### src/hw/cbspc_map.vh
// Constants for the cell balance stop and pause controller
// Overview of operation
// RQ1: Go starts balancing on channels with nonzero timers; running flag raised while active.
// RQ2: A nonzero stop threshold applies to every channel alike.
// RQ3: A channel stops at timer expiry or voltage under threshold, whichever first.
// RQ4: Below-threshold indication comes from the undervoltage comparator path only.
// RQ5: Host writes threshold, starts undervoltage protector round robin, then issues go.
// RQ6: New threshold is latched on protector restart; no new go needed.
// RQ7: With fault stop enabled, an unmasked fault ends all channels and sets abort flag.
// RQ8: Balancing started in ACTIVE keeps running after moving to SLEEP.
// RQ9: All channels finished sets completion flag and applies power action; 0b10 shuts down.
// RQ10: Pause on die overtemperature, enabled thermistor overtemperature, or host pause bit.
// RQ11: Host may set the pause bit any time after balancing began.
// RQ12: During pause all switches off, all countdowns frozen, pause flag set.
// RQ13: An unmasked fault during pause does not abort balancing.
// RQ14: After pause, countdown continues and channels with nonzero timers resume.
// RQ15: Completion flag set only when every channel ended by timer or voltage.
// RQ16: Host forces stop with a zero timer or high threshold, then go.
// RQ17: Go with all timers zero does not start and leaves completion clear.
// RQ18: Nonzero timer with threshold above all voltages starts, stops at once, sets completion.
// RQ19: Six timers load on start, count down, hold while paused.
// RQ20: Capture copies selected channel's remaining time into readback.
// RQ21: Readback is meaningful while running, paused or validly stopped.
// RQ22: Readback shows 0x7f or 0xff while configuration holds balancing stopped; the code returns 0x7f only.
// RQ23: Readback shows zero after timer expiry, leftover after voltage or fault stop.
// RQ24: Die pause trips on any sensor over limit; resumes when all below limit minus hysteresis.
// RQ25: A channel's voltage stop is sticky until the next go.
`ifndef CBSPC_MAP_VH
`define CBSPC_MAP_VH
`define CBSPC_NCH         6
`define CBSPC_TW          8
`define CBSPC_INVALID_RB  8'h7f
`define CBSPC_ACT_SHUTDN  2'h2
`define CBSPC_ACT_SLEEP   2'h1
`define CBSPC_TICK_NS     1000000
`define CBSPC_CLK_NS      10
`define CBSPC_TICK_CYC    (`CBSPC_TICK_NS / `CBSPC_CLK_NS)
`endif

### src/hw/cbspc_ctrl.v
// Cell balance stop, pause, resume and remaining-time control
`timescale 1ns/1ps
`include "cbspc_map.vh"
module cbspc_ctrl #(
   parameter TICK_CYC = `CBSPC_TICK_CYC
) (
   input  wire        CORE_CLK,
   input  wire        RST_N,
   input  wire        BALANCING_GO_BIT,
   input  wire [47:0] CHANNEL_BALANCE_TIME,
   input  wire        STOP_VOLTAGE_ENABLE,
   input  wire [5:0]  STOP_VOLTAGE_DETECTION,
   input  wire        FAULT_STOP_ENABLE,
   input  wire        UNMASKED_FAULT,
   input  wire [1:0]  COMPLETION_POWER_ACTION,
   input  wire        HOST_PAUSE_REQUEST,
   input  wire        DIE_TEMP_OVER_LIMIT,
   input  wire        DIE_TEMP_BELOW_HYST,
   input  wire        THERMISTOR_PAUSE_ENABLE,
   input  wire        THERMISTOR_OVER_THRESHOLD,
   input  wire [3:0]  REMAINING_TIME_CHANNEL_SELECT,
   input  wire        REMAINING_TIME_CAPTURE,
   output wire [5:0]  BALANCE_SWITCH,
   output wire        BALANCING_ACTIVE_FLAG,
   output wire        PAUSE_ACTIVE_FLAG,
   output wire        BALANCING_COMPLETE_FLAG,
   output wire        FAULT_ABORT_FLAG,
   output wire        SHUTDOWN_REQUEST,
   output wire        SLEEP_REQUEST,
   output wire [7:0]  REMAINING_TIME_READBACK
);
   localparam ST_IDLE  = 2'h0;
   localparam ST_RUN   = 2'h1;
   localparam ST_STOP  = 2'h2;
   reg  [1:0]  state_q;
   reg  [1:0]  state_d;
   reg  [47:0] timer_q;
   reg  [5:0]  vstop_q;
   reg  [5:0]  vdet_m_q;
   reg  [5:0]  vdet_q;
   reg  [4:0]  async_m_q;
   reg  [4:0]  async_q;
   reg         die_pause_q;
   reg         complete_q;
   reg         abort_q;
   reg         shut_q;
   reg         sleep_q;
   reg  [7:0]  readback_q;
   reg  [31:0] tick_cnt_q;
   reg         go_q;
   reg         cap_q;
   wire        go_pulse;
   wire        cap_pulse;
   wire        tick;
   wire        pause;
   wire        fault;
   wire [5:0]  live;
   wire        all_zero;
   // Pin inputs pass two flops
   always @(posedge CORE_CLK or negedge RST_N)
   begin
      if (!RST_N)
      begin
         vdet_m_q  <= 6'h00;
         vdet_q    <= 6'h00;
         async_m_q <= 5'h00;
         async_q   <= 5'h00;
      end
      else
      begin
         vdet_m_q  <= STOP_VOLTAGE_DETECTION; // [RQ4]
         vdet_q    <= vdet_m_q;
         async_m_q <= {UNMASKED_FAULT, DIE_TEMP_OVER_LIMIT, DIE_TEMP_BELOW_HYST,
                       THERMISTOR_OVER_THRESHOLD, 1'b0};
         async_q   <= async_m_q;
      end
   end
   assign go_pulse  = BALANCING_GO_BIT & ~go_q;
   assign cap_pulse = REMAINING_TIME_CAPTURE & ~cap_q;
   assign tick      = (tick_cnt_q == TICK_CYC - 1);
   // Three pause sources
   assign pause = die_pause_q | (THERMISTOR_PAUSE_ENABLE & async_q[1]) |
                  HOST_PAUSE_REQUEST; // [RQ10] [RQ11]
   assign fault = FAULT_STOP_ENABLE & async_q[4] & ~pause; // [RQ7] [RQ13]
   assign all_zero = (CHANNEL_BALANCE_TIME == 48'h0);
   genvar g;
   generate
      for (g = 0; g < `CBSPC_NCH; g = g + 1)
      begin : g_ch
         assign live[g] = (timer_q[g*8 +: 8] != 8'h00) & ~vstop_q[g]; // [RQ3]
         assign BALANCE_SWITCH[g] = (state_q == ST_RUN) & live[g] & ~pause; // [RQ12] [RQ14]
         always @(posedge CORE_CLK or negedge RST_N)
         begin
            if (!RST_N)
            begin
               timer_q[g*8 +: 8] <= 8'h00;
               vstop_q[g]        <= 1'b0;
            end
            else if (go_pulse)
            begin
               timer_q[g*8 +: 8] <= CHANNEL_BALANCE_TIME[g*8 +: 8]; // [RQ19] [RQ16]
               vstop_q[g]        <= 1'b0;
            end
            else if (state_q == ST_RUN && !pause && live[g])
            begin
               if (STOP_VOLTAGE_ENABLE && vdet_q[g])
                  vstop_q[g] <= 1'b1; // [RQ2] [RQ25] [RQ6]
               else if (tick)
                  timer_q[g*8 +: 8] <= timer_q[g*8 +: 8] - 8'h01; // [RQ19]
            end
         end
      end
   endgenerate
   always @*
   begin
      state_d = state_q;
      case (state_q)
         ST_IDLE: state_d = state_q;
         ST_RUN:
            if (fault || live == 6'h00)
               state_d = ST_STOP; // [RQ15]
         ST_STOP: state_d = state_q;
         default: state_d = ST_IDLE;
      endcase
      if (go_pulse)
         state_d = all_zero ? ST_IDLE : ST_RUN; // [RQ1] [RQ17] [RQ18]
   end
   always @(posedge CORE_CLK or negedge RST_N)
   begin
      if (!RST_N)
      begin
         state_q     <= ST_IDLE;
         go_q        <= 1'b0;
         cap_q       <= 1'b0;
         tick_cnt_q  <= 32'h0;
         die_pause_q <= 1'b0;
         complete_q  <= 1'b0;
         abort_q     <= 1'b0;
         shut_q      <= 1'b0;
         sleep_q     <= 1'b0;
         readback_q  <= `CBSPC_INVALID_RB;
      end
      else
      begin
         state_q <= state_d; // [RQ8]
         go_q    <= BALANCING_GO_BIT;
         cap_q   <= REMAINING_TIME_CAPTURE;
         if (go_pulse || tick || state_q != ST_RUN || pause)
            tick_cnt_q <= 32'h0;
         else
            tick_cnt_q <= tick_cnt_q + 32'h1;
         // Die pause with hysteresis
         if (state_q != ST_RUN)
            die_pause_q <= 1'b0;
         else if (async_q[3])
            die_pause_q <= 1'b1; // [RQ24]
         else if (async_q[2])
            die_pause_q <= 1'b0; // [RQ24]
         if (go_pulse)
         begin
            complete_q <= 1'b0;
            abort_q    <= 1'b0;
            shut_q     <= 1'b0;
            sleep_q    <= 1'b0;
         end
         else if (state_q == ST_RUN && fault)
            abort_q <= 1'b1; // [RQ7]
         else if (state_q == ST_RUN && live == 6'h00)
         begin
            complete_q <= 1'b1; // [RQ9] [RQ15]
            shut_q     <= (COMPLETION_POWER_ACTION == `CBSPC_ACT_SHUTDN); // [RQ9]
            sleep_q    <= (COMPLETION_POWER_ACTION == `CBSPC_ACT_SLEEP);
         end
         if (cap_pulse)
         begin
            if (state_q == ST_IDLE || REMAINING_TIME_CHANNEL_SELECT >= 4'h6)
               readback_q <= `CBSPC_INVALID_RB; // [RQ22]
            else
               readback_q <= timer_q[REMAINING_TIME_CHANNEL_SELECT*8 +: 8]; // [RQ20] [RQ21] [RQ23]
         end
      end
   end
   assign BALANCING_ACTIVE_FLAG   = (state_q == ST_RUN); // [RQ1]
   assign PAUSE_ACTIVE_FLAG       = (state_q == ST_RUN) & pause; // [RQ12]
   assign BALANCING_COMPLETE_FLAG = complete_q;
   assign FAULT_ABORT_FLAG        = abort_q;
   assign SHUTDOWN_REQUEST        = shut_q;
   assign SLEEP_REQUEST           = sleep_q;
   assign REMAINING_TIME_READBACK = readback_q;
endmodule // cbspc_ctrl

### config.mk
export PLATFORM = sky130hd
export DESIGN_NAME = cbspc_ctrl
export DESIGN_NICKNAME = d
export VERILOG_FILES = /design/src/hw/cbspc_ctrl.v
export VERILOG_INCLUDE_DIRS = /design/src /design/src/hw
export SDC_FILE = /design/constraint.sdc
export NUM_CORES = 1
export LEC_CHECK = 0
export ABC_AREA = 1
export BUFFER_PORTS_ARGS = -buffer_cell sky130_fd_sc_hd__clkbuf_2
export CORE_ASPECT_RATIO = 1.25
export CORE_UTILIZATION = 40
export DETAILED_ROUTE_END_ITERATION = 7
export SYNTH_ARGS = -nofsm -noshare
export SYNTH_HDL_FRONTEND = slang
export SYNTH_SLANG_ARGS = --single-unit
### constraint.sdc
create_clock -name CORE_CLK -period 2.2 [get_ports CORE_CLK]
set_clock_uncertainty 0.05 [all_clocks]
set_input_delay 0.11 -clock CORE_CLK [delete_from_list [all_inputs] [get_ports CORE_CLK]]
set_output_delay 0.11 -clock CORE_CLK [all_outputs]
set_load 0.01 [all_outputs]
* Word-level counts from Yosys, hierarchy flattened
Index checks and enable logic that the tools add are counted.
** Storage, ports and cells
- Register bits after elaboration :: 123
- Bits of input ports :: 72
- Output and inout port bits :: 20
- Logic and storage cells :: 208
** Cells by class
- Add/subtract/negate cells :: 7
- $lt $le $gt $ge :: 1
- Equality and inequality tests :: 15
- Shift-type cells :: 1
- Mux-type cells :: 62
- Bitwise logic cells :: 35
- Reduce and logical (&&, ||, !) cells :: 61
** Operator list (count)
- $mux 8 :: 25
- $logic_not 48->1 :: 1
- $reduce_bool 8->1 :: 6
- $shiftx 48x8->8 :: 1
- $sub 8x1->8 const B :: 6
- $mux 1 :: 33
- $add 32x1->32 const B :: 1
- $eq 32x17->1 const B :: 1
- $mux 32 :: 1
- $reduce_bool 2->1 :: 15
- $and 1x1->1 :: 24
- $reduce_and 3->1 :: 6
- $reduce_and 2->1 :: 8
- $logic_and 1x1->1 :: 15
- $ne 2x2->1 const B :: 7
- $not 1->1 :: 9
- $logic_not 6->1 :: 1
- $logic_or 1x1->1 :: 5
- $eq 2x1->1 const B :: 2
- $eq 2x2->1 const B :: 2
- $ge 4x3->1 const B :: 1
- $mux 2 :: 2
- $ne 2x1->1 const B :: 2
- $pmux 2 s2 :: 1
- 6 further kinds :: 7

* Logic depth before layout (Yosys ltp)
- Word-level depth :: 9
- Depth in mapped cells :: 12

* Worst setup path before layout
No wires, ideal clock.
- Path type :: register -> register
- Start :: register tick_cnt_q[0]
- End :: register timer_q[24]
- Data arrival time :: 1460 ps
- Required time :: 2033 ps
- Path slack :: 573 ps
- Cell stages (with the launch flop) :: 12
- Period minus slack after synthesis :: 1627 ps
- Path through :: dfrtp_1 > ha_1 > nand2_2 > nor2_1 > nand2_1 > nor2_1 > nand2_2 > nand2_8 > buf_8 > nand2_4 > nand2_1 > nand2_1
** On the way
- Word-level cells in the longest chain between the ends :: 3
** Ends and longest elaborated chain
- start: declaration :: RTL line cbspc_ctrl.v:49 : reg [31:0] tick_cnt_q;
- start signal: assignment :: RTL line cbspc_ctrl.v:151 : tick_cnt_q <= tick_cnt_q + 32'h1;
- $eq 32x17->1 :: RTL line cbspc_ctrl.v:80 : assign tick = (tick_cnt_q == TICK_CYC - 1);
- $reduce_bool 2->1 (no line)
- $reduce_and 3->1 (no line)
- end signal: indexed assignment :: RTL line cbspc_ctrl.v:101 : timer_q[g*8 +: 8] <= CHANNEL_BALANCE_TIME[g*8 +: 8];
- end signal: indexed assignment :: RTL line cbspc_ctrl.v:109 : timer_q[g*8 +: 8] <= timer_q[g*8 +: 8] - 8'h01;
- end: declaration :: RTL line cbspc_ctrl.v:37 : reg [47:0] timer_q;
Every way passes these cells.
A chain may end at the register's enable or synchronous reset.

* Final worst setup path
- Start :: register timer_q[11]
- End :: output port BALANCE_SWITCH[1]
** On the way
- Word-level cells in the longest chain between the ends :: 4
** Ends and longest elaborated chain
- $reduce_bool 8->1 :: RTL line cbspc_ctrl.v:90 : assign live[g] = (timer_q[g*8 +: 8] != 8'h00) & ~vstop_q[g];
- $and 1x1->1 :: RTL line cbspc_ctrl.v:90
- $and 1x1->1 (2 in a row) :: RTL line cbspc_ctrl.v:91 : assign BALANCE_SWITCH[g] = (state_q == ST_RUN) & live[g] & ~pause;
- end: declaration :: RTL line cbspc_ctrl.v:23 : output wire [5:0] BALANCE_SWITCH,
Every way passes these cells.

==> impl_metrics.env <==
export IMPL_status="finished, final reports clean"
export IMPL_setup_viol=0
export IMPL_grt_pass1_vias=7075
export IMPL_grt_pass1_wl_microns=35000
export IMPL_die_w_microns=125
export IMPL_antenna_cells=0
export IMPL_cp_start_kind="flip-flop"
export IMPL_leakagePower_nw=4.54
export IMPL_power_switching_mw=3.76
export IMPL_syn_area_per_cell_sq_um=7.01
export IMPL_seqPwrFrac=0.351
export IMPL_synth_top_area_share=0.386
export IMPL_gr_usage_all_layers=0.230
export IMPL_fp_dieArea_sq_mm=0.0194
export IMPL_clk_latency_ns=0.42
export IMPL_synth_fa_ha_area_frac=0.0216
export IMPL_grt_max_degree=45
export IMPL_synth_seq_area_share=0.410
export IMPL_final_layout_size_suffix_gt1_frac=0.143
export IMPL_stdcell_area_sq_mm=0.00913
export IMPL_synth_xor_xnor_area_share=0.0314
export IMPL_ys_types=41
export IMPL_tightest_slew_ns=0.532
export IMPL_final_cell_count_no_fill=1437
export IMPL_syn_nets=1159
export IMPL_rows=55
export IMPL_cts_root_buf="clkbuf_16"
export IMPL_ys_flop_type="dfrtp_1"
export IMPL_slew_headroom=0.642
export IMPL_cts_htree_levels=4
export IMPL_multi_input_area_sq_mm=0.00382
export IMPL_p_per_area_mw_per_mm2=1030
export IMPL_rsz0062_at_grt="no"
export IMPL_synth_area_mux_share=0
export IMPL_synth_compound_area_share=0.0969
export IMPL_drc_errors=0
export IMPL_synthCells=1074
export IMPL_yosysTopAreaCell="dfrtp_1"
export IMPL_vdd_drop_max_mv=0.593
export IMPL_synth_warnings=0
export IMPL_dr_pass1_iters=5
export IMPL_hold_violations=0
export IMPL_ys_top_cells_by_area="dfrtp_1, nand2_1, nor2_1, nand3_1, inv_1"
export IMPL_worstSetupPathType="flip-flop to output port"
export IMPL_dpl_cell_area_sq_mm=0.00833
export IMPL_p_int_mw=5.63
export IMPL_utilization=0.501
export IMPL_maxSlewViolCount=0
export IMPL_cts_repair_resized=0
export IMPL_syn_area_sq_mm=0.00753
export IMPL_min_path_type="input pin to flip-flop"
export IMPL_portBuffers=91
export IMPL_gp_congestion=0.930
export IMPL_cts_sinks=123
export IMPL_clockBufferDepth=2
export IMPL_synth_simple_area_share=0.357
export IMPL_die_h_microns=155
export IMPL_synth_common_cells="nand2_1, nor2_1, inv_1"
export IMPL_grt_overflow=0
export IMPL_layout_min_cycle_time_ns=2.01
export IMPL_core_area_sq_mm=0.0182
export IMPL_fin_crit_sh=0.914
export IMPL_clockPowerShare=0.301
export IMPL_layout_area_seq_sq_mm=0.00309
export IMPL_numCtsBuffers=17
export IMPL_antenna_found_initial=0
export IMPL_yosysMostFrequentCell="nand2_1"
export IMPL_area_growth_pct=21.3
export IMPL_ant_nets=0
export IMPL_vias=7228
export IMPL_finalSetupTns_ns=0
export IMPL_max_cap_violations=0
export IMPL_required_ns=2.04
export IMPL_crit_fanout=5
export IMPL_fillers=1807
export IMPL_async_flop_share=1.00
export IMPL_dp_cells=1384
export IMPL_yosys_register_bits=123
export IMPL_nets=1282
export IMPL_end_kind="output port"
export IMPL_arrival_ns=1.85
export IMPL_cts_tree="yes"
export IMPL_sw_frac_of_total=0.400
export IMPL_pwr_share_comb=0.348
export IMPL_start_util=0.413
export IMPL_synth_top_family_by_area="simple AND/OR/NAND/NOR gates"
export IMPL_wl_per_cell_microns=14.7
export IMPL_via_per_inst=5.03
export IMPL_achievable_frequency_mhz=498
export IMPL_drt_iter0_markers=410
export IMPL_synth_edff_count=0
export IMPL_clk_pin_slew_ns=0.06
export IMPL_io_pins=92
export IMPL_dpl_hpwl_microns=16100
export IMPL_routed_wl_microns=21200
==> sequential cells by signal, summed over array words and instances (netlist names), 2 cells and up <==
name                     cells
vdet_q                       6
vdet_m_q                     6
tick_cnt_q                  32
vstop_q                      6
REMAINING_TIME_READBACK      8
state_q                      2
async_m_q                    4
async_q                      4
timer_q                     48
==> placed cells by master, fill, tap and decap left out, types with 5 or more instances in the layout <==
master / synthesis / final
a31oi_1: 12 / 12
inv_1: 121 / 120
nand2_1: 319 / 319
a21oi_1: 18 / 18
nor3_1: 15 / 15
ha_1: 13 / 13
nand2_2: 5 / 5
nand3_1: 106 / 106
dlygate4sd3_1: 0 / 22
dfrtp_1: 116 / 116
o21ai_0: 74 / 74
inv_6: 0 / 8
nand4_1: 11 / 11
dfstp_2: 7 / 7
nor2_1: 155 / 155
xnor2_1: 7 / 7
o211ai_1: 7 / 7
clkbuf_16: 0 / 17
buf_12: 0 / 6
clkbuf_2: 0 / 90
buf_4: 1 / 13
nor4_1: 9 / 9
xor2_1: 20 / 20
==> routing by layer <==
| metal | vias up | track usage | part of all wire |
|---|---|---|---|
| met3 | 43 | 0.0392 | 0.041 |
| met1 | 3314 | 0.288 | 0.44 |
| met4 | 0 | 0.0941 | 0.028 |
| met2 | 179 | 0.391 | 0.49 |
| li1 | 3692 | - | - |
| met5 | - | 0 | 0 |
==> worst max-delay path, stage by stage, from the launching register on <==
cell and delay [ns]:
dfrtp_1 0.41, inv_1 0.18, nand2_1 0.10, nor2_1 0.24, a21oi_2 0.11, nand2_1 0.16
inv_1 0.10, clkbuf_2 0.13
==> per-stage QoR <==
step / power (mW) / worst slack, ns / hold WS [ns]
after floorplan: 5.54 / 0.573 / -0.236
after global placement: 6.50 / 0.331 / 0.0694
after detailed placement: 6.55 / 0.273 / 0.0737
after CTS: 9.43 / 0.153 / 0.000759
after global routing: 10.1 / 0.0337 / 0.0247
final: 9.39 / 0.190 / 0.0152
==> power groups by stage <==
stage	clock network (mW)	logic, mW	registers, mW
after floorplan	0	2.37	3.18
after global placement	0	3.17	3.33
after detailed placement	0	3.22	3.33
after CTS	2.86	3.27	3.29
after global routing	2.96	3.78	3.38
final	2.83	3.27	3.30
==> final timing paths <==
| check | depth (start not counted) | endpoint | start | slack, ns |
|---|---|---|---|---|
| worst max register to register | 6 | SLEEP_REQUEST$_DFFE_PN0P_ | go_q$_DFF_PN0_ | 0.24 |
| max in group asynchronous | 3 | REMAINING_TIME_READBACK[6]$_DFFE_PN1P_ | RST_N | 1.22 |
| worst min register to register | 0 | vdet_q[1]$_DFF_PN0_ | vdet_m_q[1]$_DFF_PN0_ | 0.30 |
| worst min-delay path | 5 | timer_q[47]$_DFFE_PN0P_ | CHANNEL_BALANCE_TIME[47] | 0.02 |
| worst max-delay path | 7 | BALANCE_SWITCH[1] | timer_q[11]$_DFFE_PN0P_ | 0.19 |
| min in group asynchronous | 2 | timer_q[12]$_DFFE_PN0P_ | RST_N | 0.16 |
==> layout make-up <==
class / count / area share
tap: 228 / 0.0312
clock buffer: 17 / 0.0466
timing repair buffer: 131 / 0.0973
multi-input combinational: 800 / 0.418
sequential: 123 / 0.338
clock inverter: 14 / 0.0175
inverter: 124 / 0.0510
==> cells by family (layout without fill, tap and decap cells) <==
family,Yosys count,after routing
adders and majority gates,13,13
AOI/OAI and AO/OA,125,125
buffers and inverters,151,286
xor gates and xnor gates,27,27
and+or+nand+nor,635,635
DFF,123,123
==> timing repair <==
action / in CTS / in global routing
endpoints found under the hold margin: 54 / 0
buffers inserted: 0 / 0
hold buffers: 22 / 0
Power figures use the tool's default switching activity.
